<file path="src/include/fault_supervisor_consts.svh">
// Timing counts, field values and reset values for the fault supervisor.
// Assumes the includer works at the 200 MHz system clock rate.
`ifndef FAULT_SUPERVISOR_CONSTS_SVH
`define FAULT_SUPERVISOR_CONSTS_SVH
// -----------------------------------------------------------------------------
// Clock and time figures
// -----------------------------------------------------------------------------
`define CLK_PERIOD_PS 5000
`define SHORT_FILTER_MS 4
`define SHORT_FILTER_CYC ((`SHORT_FILTER_MS * 64'd1000000000) / `CLK_PERIOD_PS)
`define OV_FILTER_US 10
`define OV_FILTER_CYC ((`OV_FILTER_US * 1000000 + `CLK_PERIOD_PS - 1) / `CLK_PERIOD_PS)
`define COOL_DOWN_S 1
`define COOL_DOWN_CYC ((`COOL_DOWN_S * 64'd1000000000000) / `CLK_PERIOD_PS)
// -----------------------------------------------------------------------------
// Field values and reset values
// -----------------------------------------------------------------------------
`define THRESH_DEFAULT 2'h0
`define BUS_FAIL_NONE 2'h0
`define BUS_FAIL_THERMAL 2'h1
`define NUM_SWITCHES 4
`endif

</file>
<file path="src/include/fault_supervisor_pkg.sv">
// Types shared by the fault supervisor files.
// Assumes nothing beyond a SystemVerilog compiler.
package fault_supervisor_pkg;
   // --------------------------------------------------------------------------
   // Operating modes
   // --------------------------------------------------------------------------
   typedef enum logic [3:0] {
      MODE_NORMAL = 4'h1,
      MODE_FAILSAFE = 4'h2,
      MODE_RESTART = 4'h4,
      MODE_STOP = 4'h8
   } mode_e;
   // --------------------------------------------------------------------------
   // Comparator bundle
   // --------------------------------------------------------------------------
   typedef struct packed {
      logic battery_low;
      logic main_below_thresh;
      logic main_over;
      logic aux_current_limit;
      logic aux_low;
      logic secondary_low;
      logic transceiver_low;
      logic hot_secondary;
      logic hot_aux;
      logic hot_transceiver;
      logic hot_switches;
      logic main_prewarn;
      logic main_shutdown;
   } comparators_s;
   typedef struct packed {
      logic main_short_flag;
      logic aux_overcurrent_flag;
      logic aux_undervoltage_flag;
      logic secondary_undervoltage_flag;
      logic transceiver_supply_low_flag;
      logic first_level_thermal_flag;
      logic secondary_overtemp_flag;
      logic aux_overtemp_flag;
      logic thermal_prewarning_flag;
      logic second_level_thermal_flag;
      logic main_overvoltage_flag;
      logic failure_flag;
   } flags_s;
endpackage

</file>
<file path="src/design/input_sync.sv">
// Three-stage synchroniser; a change is taken when stages two and three agree.
// Assumes asynchronous comparator levels on the input bus.
`timescale 1ns/100ps
module input_sync #(
   parameter int WIDTH = 13
) (
   // Clock and reset
   input wire logic sys_clk,
   input wire logic rst,
   // Data
   input wire logic [WIDTH-1:0] async_in,
   output logic [WIDTH-1:0] sync_out
);
   logic [WIDTH-1:0] stage1;
   logic [WIDTH-1:0] stage2;
   logic [WIDTH-1:0] stage3;
   wire [WIDTH-1:0] agree = ~(stage2 ^ stage3);
   wire [WIDTH-1:0] next_sync = (agree & stage3) | (~agree & sync_out);
   always_ff @(posedge sys_clk) begin
      if (rst) begin
         stage1 <= '0;
         stage2 <= '0;
         stage3 <= '0;
         sync_out <= '0;
      end else begin
         stage1 <= async_in;
         stage2 <= stage1;
         stage3 <= stage2;
         sync_out <= next_sync;
      end
   end
endmodule // input_sync

</file>
<file path="src/design/supply_thermal_fault_supervisor.sv">
// Fault supervisor: supply short, aux regulator, undervoltage and thermal faults.
// Assumes comparator levels arrive asynchronously; host clears are one-cycle pulses.
//
// Notes on behaviour
// - Main short supervision only while battery is above undervoltage.
// - Main not up within filter after power-up or wake: short reaction.
// - Main below threshold longer than filter: same short reaction.
// - Bus wake or wake input leaves fail-safe after a short reaction.
// - Load sharing: PNP off on low battery or stop, per keep bits.
// - Stand-alone: PNP off on low battery unless kept; flag overcurrent, undervoltage.
// - No short flag during main power-up; no aux low flag at aux turn-on.
// - Secondary or transceiver supply low sets sticky flag, host clears.
// - No secondary low flag while secondary switches on or off.
// - First-level heat switches off that block, sets flag clearable after cooling.
// - First-level check per block only while that block is on.
// - Secondary overheat: off, enable cleared, status set, host re-enables.
// - Stand-alone aux overheat: off, enable cleared, status set, host re-enables.
// - Load-sharing aux overheat: status set, off, back on when cool.
// - Transceiver overheat: transmitter off, receive only, bus fail 01, auto resume.
// - Any switch overheat: all switches off, controls cleared, fault bits set.
// - Thermal flags stay set until host clears them.
// - Main prewarning flag while main on, clearable after condition ends.
// - Second-level heat: fail-safe for cool-down, then restart, then normal.
// - Second-level flag set while main on, cleared in normal mode after cooling.
// - Main overvoltage must persist for the filter time before acting.
// - Four reset thresholds, first one after reset.
// - Cool-down in fail-safe lasts about one second.
`timescale 1ns/100ps
`include "fault_supervisor_consts.svh"
module supply_thermal_fault_supervisor #(
   parameter int NSW = `NUM_SWITCHES,
   parameter longint SHORT_FILTER = `SHORT_FILTER_CYC,
   parameter longint COOL_DOWN = `COOL_DOWN_CYC
) (
   // Clock and reset
   input wire logic sys_clk,
   input wire logic rst,
   // Comparators
   input wire fault_supervisor_pkg::comparators_s comp,
   // Events
   input wire logic power_up_start,
   input wire logic bus_wake,
   input wire logic wake_inputs,
   input wire logic stop_request,
   input wire logic normal_request,
   // Host configuration
   input wire logic load_sharing,
   input wire logic aux_keep_on_low_battery,
   input wire logic shared_keep_on_in_stop,
   input wire logic [1:0] thresh_write,
   input wire logic thresh_load,
   input wire logic secondary_on_set,
   input wire logic aux_on_set,
   input wire logic [NSW-1:0] switch_write,
   input wire logic switch_load,
   input wire fault_supervisor_pkg::flags_s clear_flags,
   input wire logic [NSW-1:0] clear_switch_faults,
   // Outputs to power stages
   output logic main_supply_on,
   output logic fail_outputs,
   output logic secondary_supply_enable,
   output logic aux_regulator_enable,
   output logic aux_drive,
   output logic transmitter_enable,
   output logic [NSW-1:0] high_side_switches,
   output logic [1:0] reset_thresh_sel,
   output logic [1:0] bus_failure,
   output logic main_overvoltage_event,
   // Status
   output fault_supervisor_pkg::mode_e mode,
   output fault_supervisor_pkg::flags_s flags,
   output logic [NSW-1:0] switch_fault_flags
);
   // -------------------------------------------------------------------------
   // Input synchronisation
   // -------------------------------------------------------------------------
   fault_supervisor_pkg::comparators_s cs;
   input_sync #(.WIDTH($bits(fault_supervisor_pkg::comparators_s))) u_sync (
      .sys_clk(sys_clk),
      .rst(rst),
      .async_in(comp),
      .sync_out(cs)
   );
   // -------------------------------------------------------------------------
   // State
   // -------------------------------------------------------------------------
   logic [31:0] short_cnt;
   logic [31:0] cool_cnt;
   logic [15:0] ov_cnt;
   logic short_latched;
   logic aux_turning_on;
   logic secondary_prev;
   fault_supervisor_pkg::mode_e next_mode;
   // -------------------------------------------------------------------------
   // Decoding
   // -------------------------------------------------------------------------
   wire short_watch = main_supply_on && !cs.battery_low;
   wire short_expired = short_watch && cs.main_below_thresh
      && (short_cnt >= SHORT_FILTER[31:0] - 32'h1);
   wire short_hit = short_expired && !short_latched;
   wire second_level_thermal_flag_hit = main_supply_on && cs.main_shutdown;
   wire cool_done = (mode == fault_supervisor_pkg::MODE_FAILSAFE) && !short_latched
      && (cool_cnt >= COOL_DOWN[31:0] - 32'h1);
   wire wake_any = bus_wake || wake_inputs;
   wire sec_hot = secondary_supply_enable && cs.hot_secondary;
   wire aux_hot = aux_regulator_enable && cs.hot_aux;
   wire trx_hot = transmitter_enable && cs.hot_transceiver;
   wire sw_hot = (|high_side_switches) && cs.hot_switches;
   wire any_first_level_thermal_flag = sec_hot || aux_hot || trx_hot || sw_hot;
   wire any_hot = cs.hot_secondary || cs.hot_aux || cs.hot_transceiver || cs.hot_switches;
   wire sec_switching = secondary_prev != secondary_supply_enable;
   wire aux_cut_battery = cs.battery_low && !aux_keep_on_low_battery;
   wire aux_cut_stop = load_sharing && (mode == fault_supervisor_pkg::MODE_STOP)
      && !shared_keep_on_in_stop;
   wire aux_cut_heat = load_sharing && cs.hot_aux;
   wire next_aux_drive = aux_regulator_enable && !aux_cut_battery && !aux_cut_stop
      && !aux_cut_heat;
   wire ov_full = ov_cnt >= 16'(`OV_FILTER_CYC) - 16'h1;
   // Set wins over clear on every flag
   function automatic logic sticky(input logic cur, input logic set, input logic clr);
      sticky = set | (cur & ~clr);
   endfunction
   // -------------------------------------------------------------------------
   // Mode machine
   // -------------------------------------------------------------------------
   always_comb begin
      next_mode = mode;
      case (mode)
         fault_supervisor_pkg::MODE_NORMAL: begin
            if (short_hit || second_level_thermal_flag_hit) next_mode = fault_supervisor_pkg::MODE_FAILSAFE;
            else if (stop_request) next_mode = fault_supervisor_pkg::MODE_STOP;
         end
         fault_supervisor_pkg::MODE_STOP: begin
            if (short_hit || second_level_thermal_flag_hit) next_mode = fault_supervisor_pkg::MODE_FAILSAFE;
            else if (normal_request) next_mode = fault_supervisor_pkg::MODE_NORMAL;
         end
         fault_supervisor_pkg::MODE_FAILSAFE: begin
            if (short_latched && wake_any) next_mode = fault_supervisor_pkg::MODE_RESTART;
            else if (cool_done) next_mode = fault_supervisor_pkg::MODE_RESTART;
         end
         fault_supervisor_pkg::MODE_RESTART: begin
            if (second_level_thermal_flag_hit) next_mode = fault_supervisor_pkg::MODE_FAILSAFE;
            else next_mode = fault_supervisor_pkg::MODE_NORMAL;
         end
         default: next_mode = fault_supervisor_pkg::MODE_RESTART;
      endcase
   end
   // -------------------------------------------------------------------------
   // Timers and supply control
   // -------------------------------------------------------------------------
   always_ff @(posedge sys_clk) begin
      if (rst) begin
         mode <= fault_supervisor_pkg::MODE_RESTART;
         short_cnt <= 32'h0;
         cool_cnt <= 32'h0;
         ov_cnt <= 16'h0;
         short_latched <= 1'b0;
         main_supply_on <= 1'b1;
         fail_outputs <= 1'b0;
         main_overvoltage_event <= 1'b0;
      end else begin
         mode <= next_mode;
         // Filter window restarts at every power-up start, and while the main supply is off
         short_cnt <= (short_watch && cs.main_below_thresh && !short_expired && !power_up_start)
            ? short_cnt + 32'h1 : 32'h0;
         cool_cnt <= (mode == fault_supervisor_pkg::MODE_FAILSAFE) ? cool_cnt + 32'h1 : 32'h0;
         ov_cnt <= (cs.main_over && !ov_full) ? ov_cnt + 16'h1 : (cs.main_over ? ov_cnt : 16'h0);
         main_overvoltage_event <= cs.main_over && ov_full;
         if (short_hit) begin
            short_latched <= 1'b1;
            main_supply_on <= 1'b0;
            fail_outputs <= 1'b1;
         end else if (short_latched && wake_any
               && mode == fault_supervisor_pkg::MODE_FAILSAFE) begin
            short_latched <= 1'b0;
            main_supply_on <= 1'b1;
            fail_outputs <= 1'b0;
         end else if (second_level_thermal_flag_hit) begin
            fail_outputs <= 1'b1;
         end else if (next_mode == fault_supervisor_pkg::MODE_NORMAL) begin
            fail_outputs <= 1'b0;
         end
      end
   end
   // -------------------------------------------------------------------------
   // Block enables and thermal shutdown
   // -------------------------------------------------------------------------
   always_ff @(posedge sys_clk) begin
      if (rst) begin
         secondary_supply_enable <= 1'b0;
         secondary_prev <= 1'b0;
         aux_regulator_enable <= 1'b0;
         aux_turning_on <= 1'b0;
         aux_drive <= 1'b0;
         transmitter_enable <= 1'b1;
         high_side_switches <= '0;
         reset_thresh_sel <= `THRESH_DEFAULT;
         bus_failure <= `BUS_FAIL_NONE;
      end else begin
         secondary_prev <= secondary_supply_enable;
         if (sec_hot) secondary_supply_enable <= 1'b0;
         else if (secondary_on_set) secondary_supply_enable <= 1'b1;
         if (aux_hot && !load_sharing) aux_regulator_enable <= 1'b0;
         else if (aux_on_set) aux_regulator_enable <= 1'b1;
         aux_drive <= next_aux_drive;
         aux_turning_on <= next_aux_drive && !aux_drive;
         transmitter_enable <= !cs.hot_transceiver;
         if (cs.hot_transceiver) bus_failure <= `BUS_FAIL_THERMAL;
         if (sw_hot) high_side_switches <= '0;
         else if (switch_load) high_side_switches <= switch_write;
         if (thresh_load) reset_thresh_sel <= thresh_write;
      end
   end
   // -------------------------------------------------------------------------
   // Sticky status flags
   // -------------------------------------------------------------------------
   always_ff @(posedge sys_clk) begin
      if (rst) begin
         flags <= '0;
         switch_fault_flags <= '0;
      end else begin
         // Ramp-up dips never flag: set only at filter expiry
         flags.main_short_flag <= sticky(flags.main_short_flag, short_hit,
            clear_flags.main_short_flag);
         flags.failure_flag <= sticky(flags.failure_flag, short_hit, clear_flags.failure_flag);
         flags.aux_overcurrent_flag <= sticky(flags.aux_overcurrent_flag,
            !load_sharing && aux_drive && cs.aux_current_limit,
            clear_flags.aux_overcurrent_flag);
         flags.aux_undervoltage_flag <= sticky(flags.aux_undervoltage_flag,
            !load_sharing && aux_drive && !aux_turning_on && cs.aux_low,
            clear_flags.aux_undervoltage_flag);
         flags.secondary_undervoltage_flag <= sticky(flags.secondary_undervoltage_flag,
            secondary_supply_enable && !sec_switching && cs.secondary_low,
            clear_flags.secondary_undervoltage_flag);
         flags.transceiver_supply_low_flag <= sticky(flags.transceiver_supply_low_flag,
            cs.transceiver_low, clear_flags.transceiver_supply_low_flag);
         flags.first_level_thermal_flag <= sticky(flags.first_level_thermal_flag, any_first_level_thermal_flag,
            clear_flags.first_level_thermal_flag && !any_hot);
         flags.secondary_overtemp_flag <= sticky(flags.secondary_overtemp_flag, sec_hot,
            clear_flags.secondary_overtemp_flag && !cs.hot_secondary);
         flags.aux_overtemp_flag <= sticky(flags.aux_overtemp_flag, aux_hot,
            clear_flags.aux_overtemp_flag && !cs.hot_aux);
         flags.thermal_prewarning_flag <= sticky(flags.thermal_prewarning_flag,
            main_supply_on && cs.main_prewarn,
            clear_flags.thermal_prewarning_flag && !cs.main_prewarn);
         flags.second_level_thermal_flag <= sticky(flags.second_level_thermal_flag, second_level_thermal_flag_hit,
            clear_flags.second_level_thermal_flag && !cs.main_shutdown
            && mode == fault_supervisor_pkg::MODE_NORMAL);
         flags.main_overvoltage_flag <= sticky(flags.main_overvoltage_flag,
            cs.main_over && ov_full, clear_flags.main_overvoltage_flag);
         switch_fault_flags <= sw_hot ? high_side_switches | switch_fault_flags
            : switch_fault_flags & ~(clear_switch_faults & {NSW{!cs.hot_switches}});
      end
   end
   // -------------------------------------------------------------------------
   // Checks
   // -------------------------------------------------------------------------
   short_off_a: assert property (@(posedge sys_clk) disable iff (rst)
      short_hit |=> !main_supply_on && fail_outputs && flags.failure_flag)
      else $error("short reaction incomplete");
   short_mode_a: assert property (@(posedge sys_clk) disable iff (rst)
      short_hit |=> mode == fault_supervisor_pkg::MODE_FAILSAFE)
      else $error("short did not enter fail-safe");
   wake_leave_a: assert property (@(posedge sys_clk) disable iff (rst)
      (short_latched && wake_any && mode == fault_supervisor_pkg::MODE_FAILSAFE)
      |=> mode == fault_supervisor_pkg::MODE_RESTART ##1 mode != fault_supervisor_pkg::MODE_RESTART)
      else $error("wake did not leave fail-safe");
   sec_heat_a: assert property (@(posedge sys_clk) disable iff (rst)
      sec_hot |=> !secondary_supply_enable && flags.secondary_overtemp_flag)
      else $error("secondary not cut on heat");
   switch_heat_a: assert property (@(posedge sys_clk) disable iff (rst)
      sw_hot |=> high_side_switches == '0 && $past(high_side_switches) == (switch_fault_flags
      & $past(high_side_switches)))
      else $error("switches not cut on heat");
   trx_heat_a: assert property (@(posedge sys_clk) disable iff (rst)
      cs.hot_transceiver |=> !transmitter_enable && bus_failure == `BUS_FAIL_THERMAL)
      else $error("transmitter not cut on heat");
   second_level_thermal_flag_flag_a: assert property (@(posedge sys_clk) disable iff (rst)
      (flags.second_level_thermal_flag && mode != fault_supervisor_pkg::MODE_NORMAL)
      |=> flags.second_level_thermal_flag)
      else $error("second-level flag cleared outside normal");
   ov_filter_a: assert property (@(posedge sys_clk) disable iff (rst)
      $rose(main_overvoltage_event) |-> $past(cs.main_over, 2))
      else $error("overvoltage acted without persistence");
   aux_stop_a: assert property (@(posedge sys_clk) disable iff (rst)
      aux_cut_stop |=> !aux_drive)
      else $error("aux kept on in stop");
   restart_pass_a: assert property (@(posedge sys_clk) disable iff (rst)
      (cool_done && !wake_any) |=> mode == fault_supervisor_pkg::MODE_RESTART)
      else $error("cool-down did not restart");
endmodule // supply_thermal_fault_supervisor

</file>
<file path="config.mk">
export PLATFORM = sky130hd
export DESIGN_NAME = supply_thermal_fault_supervisor
export DESIGN_NICKNAME = d
export VERILOG_FILES = /design/src/include/fault_supervisor_pkg.sv /design/src/design/input_sync.sv /design/src/design/supply_thermal_fault_supervisor.sv
export VERILOG_INCLUDE_DIRS = /design/src /design/src/include
export SDC_FILE = /design/constraint.sdc
export NUM_CORES = 1
export LEC_CHECK = 0
export BUFFER_PORTS_ARGS = -buffer_cell sky130_fd_sc_hd__buf_2
export CELL_PAD_IN_SITES_DETAIL_PLACEMENT = 2
export CELL_PAD_IN_SITES_GLOBAL_PLACEMENT = 2
export CORE_ASPECT_RATIO = 0.8
export CORE_MARGIN = 10
export CORE_UTILIZATION = 25
export CTS_CLUSTER_DIAMETER = 30
export DETAILED_ROUTE_END_ITERATION = 6
export PLACE_DENSITY = 0.62
export SYNTH_ARGS = -nofsm -noshare
export SYNTH_HDL_FRONTEND = slang
export SYNTH_SLANG_ARGS = --single-unit
</file>
<file path="constraint.sdc">
create_clock -name sys_clk -period 2 [get_ports sys_clk]
set_input_delay 0 -clock sys_clk [delete_from_list [all_inputs] [get_ports sys_clk]]
set_output_delay 0 -clock sys_clk [all_outputs]
set_load 0.01 [all_outputs]
</file>
Yosys cells after proc, flatten, opt, wreduce, memory -nomap -nowiden
Index checks and enable logic that the tools add are counted.
{"block": "op_classes", "shift": 0, "eq_ne": 7, "n_lt_le_gt_ge": 3, "reduce_logical": 76, "mul": 0, "n_div": 0, "add_sub_neg": 3, "n_mux": 19, "bitwise_logic": 48}
{"cell": "$add A32 B1 Y32 const B", "n": 2}
{"cell": "$logic_and A1 B1 Y1", "n": 39}
{"cell": "$ge A32 B20 Y1 const B", "n": 1}
{"cell": "$ge A32 B28 Y1 const B", "n": 1}
{"cell": "$mux W16", "n": 2}
{"cell": "$mux W4", "n": 7}
{"cell": "$and A13 B13 Y13", "n": 2}
{"cell": "$not A13 Y13", "n": 2}
{"cell": "$logic_not A1 Y1", "n": 21}
{"cell": "$add A16 B1 Y16 const B", "n": 1}
{"cell": "$ge A16 B11 Y1 const B", "n": 1}
{"cell": "$pmux W4 S4", "n": 1}
{"cell": "$not A1 Y1", "n": 14}
{"cell": "$or A13 B13 Y13", "n": 1}
{"cell": "$xor A13 B13 Y13", "n": 1}
{"cell": "$and A1 B1 Y1", "n": 12}
{"cell": "$or A1 B1 Y1", "n": 12}
{"cell": "$reduce_or A2 Y1", "n": 5}
{"cell": "$and A4 B4 Y4", "n": 2}
{"cell": "$eq A4 B1 Y1 const B", "n": 2}
{"cell": "$logic_or A1 B1 Y1", "n": 8}
{"cell": "$mux W1", "n": 8}
{"cell": "$eq A4 B2 Y1 const B", "n": 1}
{"cell": "$eq A4 B3 Y1 const B", "n": 1}
{"cell": "9 further kinds", "n": 9}
{"block": "totals", "mem_count": 0, "latch_bits": 0, "mem_bits_ro": 0, "word_cells": 190, "inputBits": 49, "mem_bits_rw": 0, "output_inout_bits": 35, "reg_bits": 169}

Longest topological paths before layout
{"block": "logic_depth", "word_depth": 13, "mapped_depth": 7}

By module
From an unflattened synthesis, not the netlist that was laid out.
{"block": "unflattened", "hier_cells": 665, "area_unflattened_um2": 6307.3}
{"module": "supply_thermal_fault_supervisor", "n_inst": 1, "area_each_um2": 4787.1, "cells_per_inst": 530, "seq_area_each_um2": 2342.2}
{"module": "input_sync", "n_inst": 1, "area_each_um2": 1520.2, "cells_per_inst": 135, "seq_area_each_um2": 1041.0}

Worst setup path after synthesis
Ideal clock, no wire load.
{"block": "synth_timing", "path_kind": "register to register", "start": "reg mode[0]", "end": "reg mode[1]", "period_less_slack_ns": 1.872, "path_buffers": 2, "arrival_time_ns": 1.812, "setup_slack_ns": 0.128, "path_stages_with_launch": 7, "cell_sequence": "dfxtp_1 > buf_6 > or4b_1 > buf_2 > or4b_1 > a21oi_1 > a311o_1"}
{"block": "synth_between", "elab_chain_len": 6}
{"item": "start: declaration", "line": "supply_thermal_fault_supervisor.sv:70", "source": "output fault_supervisor_pkg::mode_e mode,"}
{"item": "start signal: assignment", "line": "supply_thermal_fault_supervisor.sv:153", "source": "mode <= fault_supervisor_pkg::MODE_RESTART;"}
{"item": "start signal: assignment", "line": "supply_thermal_fault_supervisor.sv:162", "source": "mode <= next_mode;"}
{"item": "$eq A4 B2 Y1", "line": "supply_thermal_fault_supervisor.sv:102, supply_thermal_fault_supervisor.sv:128"}
{"item": "$logic_and A1 B1 Y1", "line": "supply_thermal_fault_supervisor.sv:102", "source": "wire cool_done = (mode == fault_supervisor_pkg::MODE_FAILSAFE) && !short_latched"}
{"item": "$logic_and A1 B1 Y1", "line": "supply_thermal_fault_supervisor.sv:103", "source": "&& (cool_cnt >= COOL_DOWN[31:0] - 32'h1);"}
{"item": "$mux W4", "line": "supply_thermal_fault_supervisor.sv:139", "source": "else if (cool_done) next_mode = fault_supervisor_pkg::MODE_RESTART;"}
{"item": "$mux W4", "line": "supply_thermal_fault_supervisor.sv:138", "source": "if (short_latched && wake_any) next_mode = fault_supervisor_pkg::MODE_RESTART;"}
{"item": "$pmux W4 S4 (*)", "line": "supply_thermal_fault_supervisor.sv:128", "source": "case (mode)"}
Mark *: on every way between the ends. The rest lies on a longest branch, timed or not.
A chain may end at the register's enable or synchronous reset.

Worst setup path in the final report
{"block": "layout_timing", "start": "reg short_cnt[1]", "end": "reg main_supply_on"}
{"block": "layout_between", "elab_chain_len": 4}
{"item": "start: declaration", "line": "supply_thermal_fault_supervisor.sv:87", "source": "logic [31:0] short_cnt;"}
{"item": "start signal: assignment", "line": "supply_thermal_fault_supervisor.sv:164", "source": "short_cnt <= (short_watch && cs.main_below_thresh && !short_expired && !power_up_start)"}
{"item": "$ge A32 B20 Y1 (*)", "line": "supply_thermal_fault_supervisor.sv:99", "source": "&& (short_cnt >= SHORT_FILTER[31:0] - 32'h1);"}
{"item": "$logic_and A1 B1 Y1 (*)", "line": "supply_thermal_fault_supervisor.sv:99"}
{"item": "$logic_and A1 B1 Y1 (*)", "line": "supply_thermal_fault_supervisor.sv:100", "source": "wire short_hit = short_expired && !short_latched;"}
{"item": "$mux W1 or $reduce_bool A2 Y1 (tied branches)"}
{"item": "end signal: assignment", "line": "supply_thermal_fault_supervisor.sv:158", "source": "main_supply_on <= 1'b1;"}
{"item": "end signal: assignment", "line": "supply_thermal_fault_supervisor.sv:171", "source": "main_supply_on <= 1'b0;"}
{"item": "end signal: assignment", "line": "supply_thermal_fault_supervisor.sv:176", "source": "main_supply_on <= 1'b1;"}
{"item": "end: declaration", "line": "supply_thermal_fault_supervisor.sv:59", "source": "output logic main_supply_on,"}
Marked as above.

==> results.json <==
{
  "i_o_pin_cnt": 84,
  "remaining_drc_errors": 0,
  "synthCells": 654,
  "finalSetupTns_ns": 0,
  "critical_path.slowest_cell": "sky130_fd_sc_hd__dfxtp_1",
  "nets": 878,
  "core_area_um2": 24400,
  "areaGrowthSynthToFinish_pct": 34.5,
  "netlist_area_um2": 6190,
  "synthFlopType": "sky130_fd_sc_hd__dfxtp_1",
  "starting_drt_drc_count": 182,
  "fill_cells": 2703,
  "outcome": "finished clean",
  "number_of_synthesized_flops_with_an_enable_pin": 0,
  "port_buffers": 82,
  "post-synth-top-area-cell": "sky130_fd_sc_hd__dfxtp_1",
  "dr_total_vias": 5235,
  "timing.final.max_slew_violations": 0,
  "worstPathBufferInverterCount": 0,
  "number_of_max_cap_violations": 0,
  "ys_seq_elements": 169,
  "worst_slew_margin_rel_pct": 58.6,
  "gp_congestion": 0.728,
  "grt_use_total_pct": 11.9,
  "fin_crit_ns": 1.88,
  "ys_seq_area_share_pct": 54.6,
  "ir_drop_mv": 0.609,
  "grt_pass1_vias": 5864,
  "yosysWarningCount": 0,
  "fp-row-count": 51,
  "postRouteWirelength_um": 18500,
  "floorplan.die.width_um": 196,
  "hold_violations": 0,
  "timing.setup.critical_path_class": "reg -> reg",
  "report.final.setup_viol": 0,
  "path_clk_slew_ns": 0.08,
  "insertion_delay_ns": 0.44,
  "initial_core_util_pct": 25.4,
  "clock-sinks": 169,
  "crit_path_cell_trace": "ha_4 -> nand3_1 -> o211ai_1 -> a31oi_2 -> or3_4 -> a211o_1",
  "cts_max_path_buffers": 2,
  "antenna_violations_before_repair": 3,
  "first_pass_grt_wire_length_um": 30800,
  "final_clock_period_utilization_by_the_worst_path_pct": 93.8,
  "synth_area_leaders": "sky130_fd_sc_hd__dfxtp_1, sky130_fd_sc_hd__nor2_1, sky130_fd_sc_hd__nor2b_1, sky130_fd_sc_hd__xnor2_1, sky130_fd_sc_hd__xor2_1",
  "yosysTopAreaCellShare_pct": 54.6,
  "worstPathArrival_ns": 2.20,
  "floorplan.die.height_um": 161,
  "drt-pass1-iter-count": 4,
  "leakagePower_uw": 0.00311,
  "critical_path.top_delay_family": "compound AO/OA/AOI/OAI gates",
  "floorplan.die_area_um2": 31500,
  "syn-mean-instance-area_um2": 9.47,
  "pwr_density_cell_nw_per_um2": 869,
  "tightestPinTransition_ns": 0.621,
  "post_drt_via_cell_ratio": 4.52,
  "cts_made_buffers": 17,
  "critical_path_peak_fanout": 4,
  "wl_per_cell_um": 16.0,
  "timing.hold.worst.class": "in -> reg",
  "timing.fmax_mhz": 533,
  "setup.reg_to_reg.worst_slack_ns": 0.12,
  "synth_cell_types": 48,
  "setup_repair_after_global_routing_missed_its_margin": "no",
  "fraction_of_final_layout_cells_with_drive_strength_greater_than_1_pct": 18.5,
  "htree_levels": 4,
  "endpoint_type_of_the_worst_setup_path": "flip-flop",
  "grt_start_max_net_pins": 73,
  "cts_tree": "done",
  "cp_data_required_time_ns": 2.32,
  "dpl.hpwl_um": 12900,
  "synth_async_sr_flop_share_pct": 0,
  "root_buffer": "sky130_fd_sc_hd__clkbuf_16",
  "worstSetupStartpointType": "flip-flop",
  "antenna_violating_nets_post_route": 0,
  "globalRouteOverflowTotal": 0,
  "critPathMaxStageDelay_ns": 0.41,
  "clock_skew_ns": 0.0139,
  "fin_util_pct": 34.2
}
==> layout by cell type, fill, tap and decap left out, types with 4 or more instances in the layout <==
| cell | Yosys | routed |
|---|---|---|
| sky130_fd_sc_hd__nand4_1 | 16 | 16 |
| sky130_fd_sc_hd__buf_2 | 1 | 81 |
| sky130_fd_sc_hd__a31oi_1 | 6 | 5 |
| sky130_fd_sc_hd__dfxtp_1 | 169 | 168 |
| sky130_fd_sc_hd__nor3_1 | 13 | 13 |
| sky130_fd_sc_hd__inv_8 | 0 | 4 |
| sky130_fd_sc_hd__buf_4 | 1 | 27 |
| sky130_fd_sc_hd__xnor2_1 | 27 | 27 |
| sky130_fd_sc_hd__nand3_1 | 20 | 20 |
| sky130_fd_sc_hd__mux2i_1 | 8 | 8 |
| sky130_fd_sc_hd__or3_1 | 9 | 8 |
| sky130_fd_sc_hd__xor2_1 | 26 | 26 |
| sky130_fd_sc_hd__inv_1 | 10 | 10 |
| sky130_fd_sc_hd__conb_1 | 1 | 13 |
| sky130_fd_sc_hd__nand2b_1 | 17 | 17 |
| sky130_fd_sc_hd__and4_1 | 7 | 7 |
| sky130_fd_sc_hd__nand3b_1 | 4 | 4 |
| sky130_fd_sc_hd__a21oi_1 | 38 | 38 |
| sky130_fd_sc_hd__nor2b_1 | 44 | 44 |
| sky130_fd_sc_hd__clkbuf_16 | 0 | 17 |
| sky130_fd_sc_hd__and3_1 | 10 | 10 |
| sky130_fd_sc_hd__nand2_1 | 39 | 39 |
| sky130_fd_sc_hd__nor2_1 | 81 | 81 |
| sky130_fd_sc_hd__nor4_1 | 13 | 10 |
| sky130_fd_sc_hd__dlygate4sd3_1 | 0 | 53 |
| sky130_fd_sc_hd__o21ai_0 | 29 | 29 |
| sky130_fd_sc_hd__and2_1 | 11 | 11 |
==> state kept, by name, summed over array words and instances (netlist names), 2 cells and up, named ones only <==
register and count:
u_sync.stage2 13, u_sync.stage3 13, flags 12, reset_thresh_sel 2
mode 4, u_sync.stage1 13, cool_cnt 32, high_side_switches 4
short_cnt 32, ov_cnt 16, switch_fault_flags 4
==> cell usage after synthesis, types with 2 or more instances <==
cell                       instances
sky130_fd_sc_hd__or3_1             9
sky130_fd_sc_hd__xor2_1           26
sky130_fd_sc_hd__inv_1            10
sky130_fd_sc_hd__a31oi_1           6
sky130_fd_sc_hd__dfxtp_1         169
sky130_fd_sc_hd__nor3_1           13
sky130_fd_sc_hd__and3_1           10
sky130_fd_sc_hd__or4_1             3
sky130_fd_sc_hd__a311o_1           2
sky130_fd_sc_hd__xnor2_1          27
sky130_fd_sc_hd__nor2_1           81
sky130_fd_sc_hd__and2_1           11
sky130_fd_sc_hd__nor4b_1           2
sky130_fd_sc_hd__nand2_1          39
sky130_fd_sc_hd__nand3b_1          4
sky130_fd_sc_hd__nand4_1          16
sky130_fd_sc_hd__o22ai_1           2
sky130_fd_sc_hd__and4_1            7
sky130_fd_sc_hd__clkbuf_1         14
sky130_fd_sc_hd__nor4_1           13
sky130_fd_sc_hd__or4b_1            2
sky130_fd_sc_hd__buf_6             2
sky130_fd_sc_hd__nor2b_1          44
sky130_fd_sc_hd__ha_1              3
sky130_fd_sc_hd__o211ai_1          2
sky130_fd_sc_hd__nand2b_1         17
sky130_fd_sc_hd__o21ai_0          29
sky130_fd_sc_hd__nor3b_1           3
sky130_fd_sc_hd__mux2i_1           8
sky130_fd_sc_hd__nand3_1          20
sky130_fd_sc_hd__or2_2             3
sky130_fd_sc_hd__buf_1             3
sky130_fd_sc_hd__a21oi_1          38
sky130_fd_sc_hd__o41ai_1           2
==> worst register-to-register path: cells and delay by family, from the launching register on <==
kind                     cells  cell delay (ns)
adder cells (fa/ha/maj)      1             0.18
AND/OR/NAND/NOR              2             0.50
AO/OA/AOI/OAI                3             0.69
flip-flops                   1             0.41
==> cell type report <==
class	count	area (µm²)	share of cell area, %
multi-input cells	466	2770	33.2
clock buffers	17	425	5.11
clock inverters	15	158	1.89
well taps	318	398	4.77
inverters	10	37.5	0.450
diodes	1	2.50	0.0300
repair buffers	162	1160	13.9
flip-flops and latches	169	3380	40.6
==> path summary, 6_finish.rpt <==
kind | start | end | cells after the start
setup / recovery | short_cnt[1]$_SDFF_PP0_ | main_supply_on$_SDFFE_PP1P_ | 6
hold / removal | clear_flags[6] | flags[6]$_SDFF_PP0_ | 4
setup reg to reg | short_cnt[1]$_SDFF_PP0_ | main_supply_on$_SDFFE_PP1P_ | 6
hold reg to reg | aux_drive$_SDFF_PP0_ | aux_turning_on$_SDFF_PP0_ | 1
==> layer usage <==
layer	track usage [%]	routed length [µm]	part of all wire, %
met5	0	0	0
met4	3.43	186	1.0
met3	2.93	536	2.9
met2	21.3	9620	52
met1	13.7	8180	44
==> report_power, final <==
| group | internal (µW) | switching [µW] | total, µW |
|---|---|---|---|
| registers | 3440 | 40.7 | 3480 |
| clock network | 1670 | 1600 | 3270 |
| logic | 252 | 235 | 487 |
| total | 5360 | 1880 | 7240 |
==> metrics by stage <==
stage	power [µW]	hold slack, ns	setup WS (ns)	cell area [µm²]	cells
finish	7240	0.0367	0.123	8330	1158
global route	7570	0.0499	0.00281	8330	1158
CTS	7370	0.0410	0.0266	8280	1157
detailed placement	3970	0.219	0.0622	7170	1072
global placement	3950	0.206	0.159	7170	1072
floorplan	3780	0.128	0.128	6240	666
==> logic make-up (layout without fill, tap and decap cells) <==
group	after synthesis	after routing	synth area share [%]
AO/OA/AOI/OAI	88	88	8.02
flip-flops	169	169	54.6
adder cells (fa/ha/maj)	3	3	0.606
buffers and inverters	31	204	2.20
other	1	14	0.0605
multiplexers	8	8	1.29
XOR/XNOR	53	53	7.50
AND/OR/NAND/NOR	301	301	25.7
==> timing repair <==
action	4_1_cts	5_1_grt
hold buffers	53	0
resized for setup	0	10
hold endpoints to repair	42	0
setup endpoints to repair	0	11
setup buffers	0	0
No activity file was read; power rests on OpenSTA's default activity.
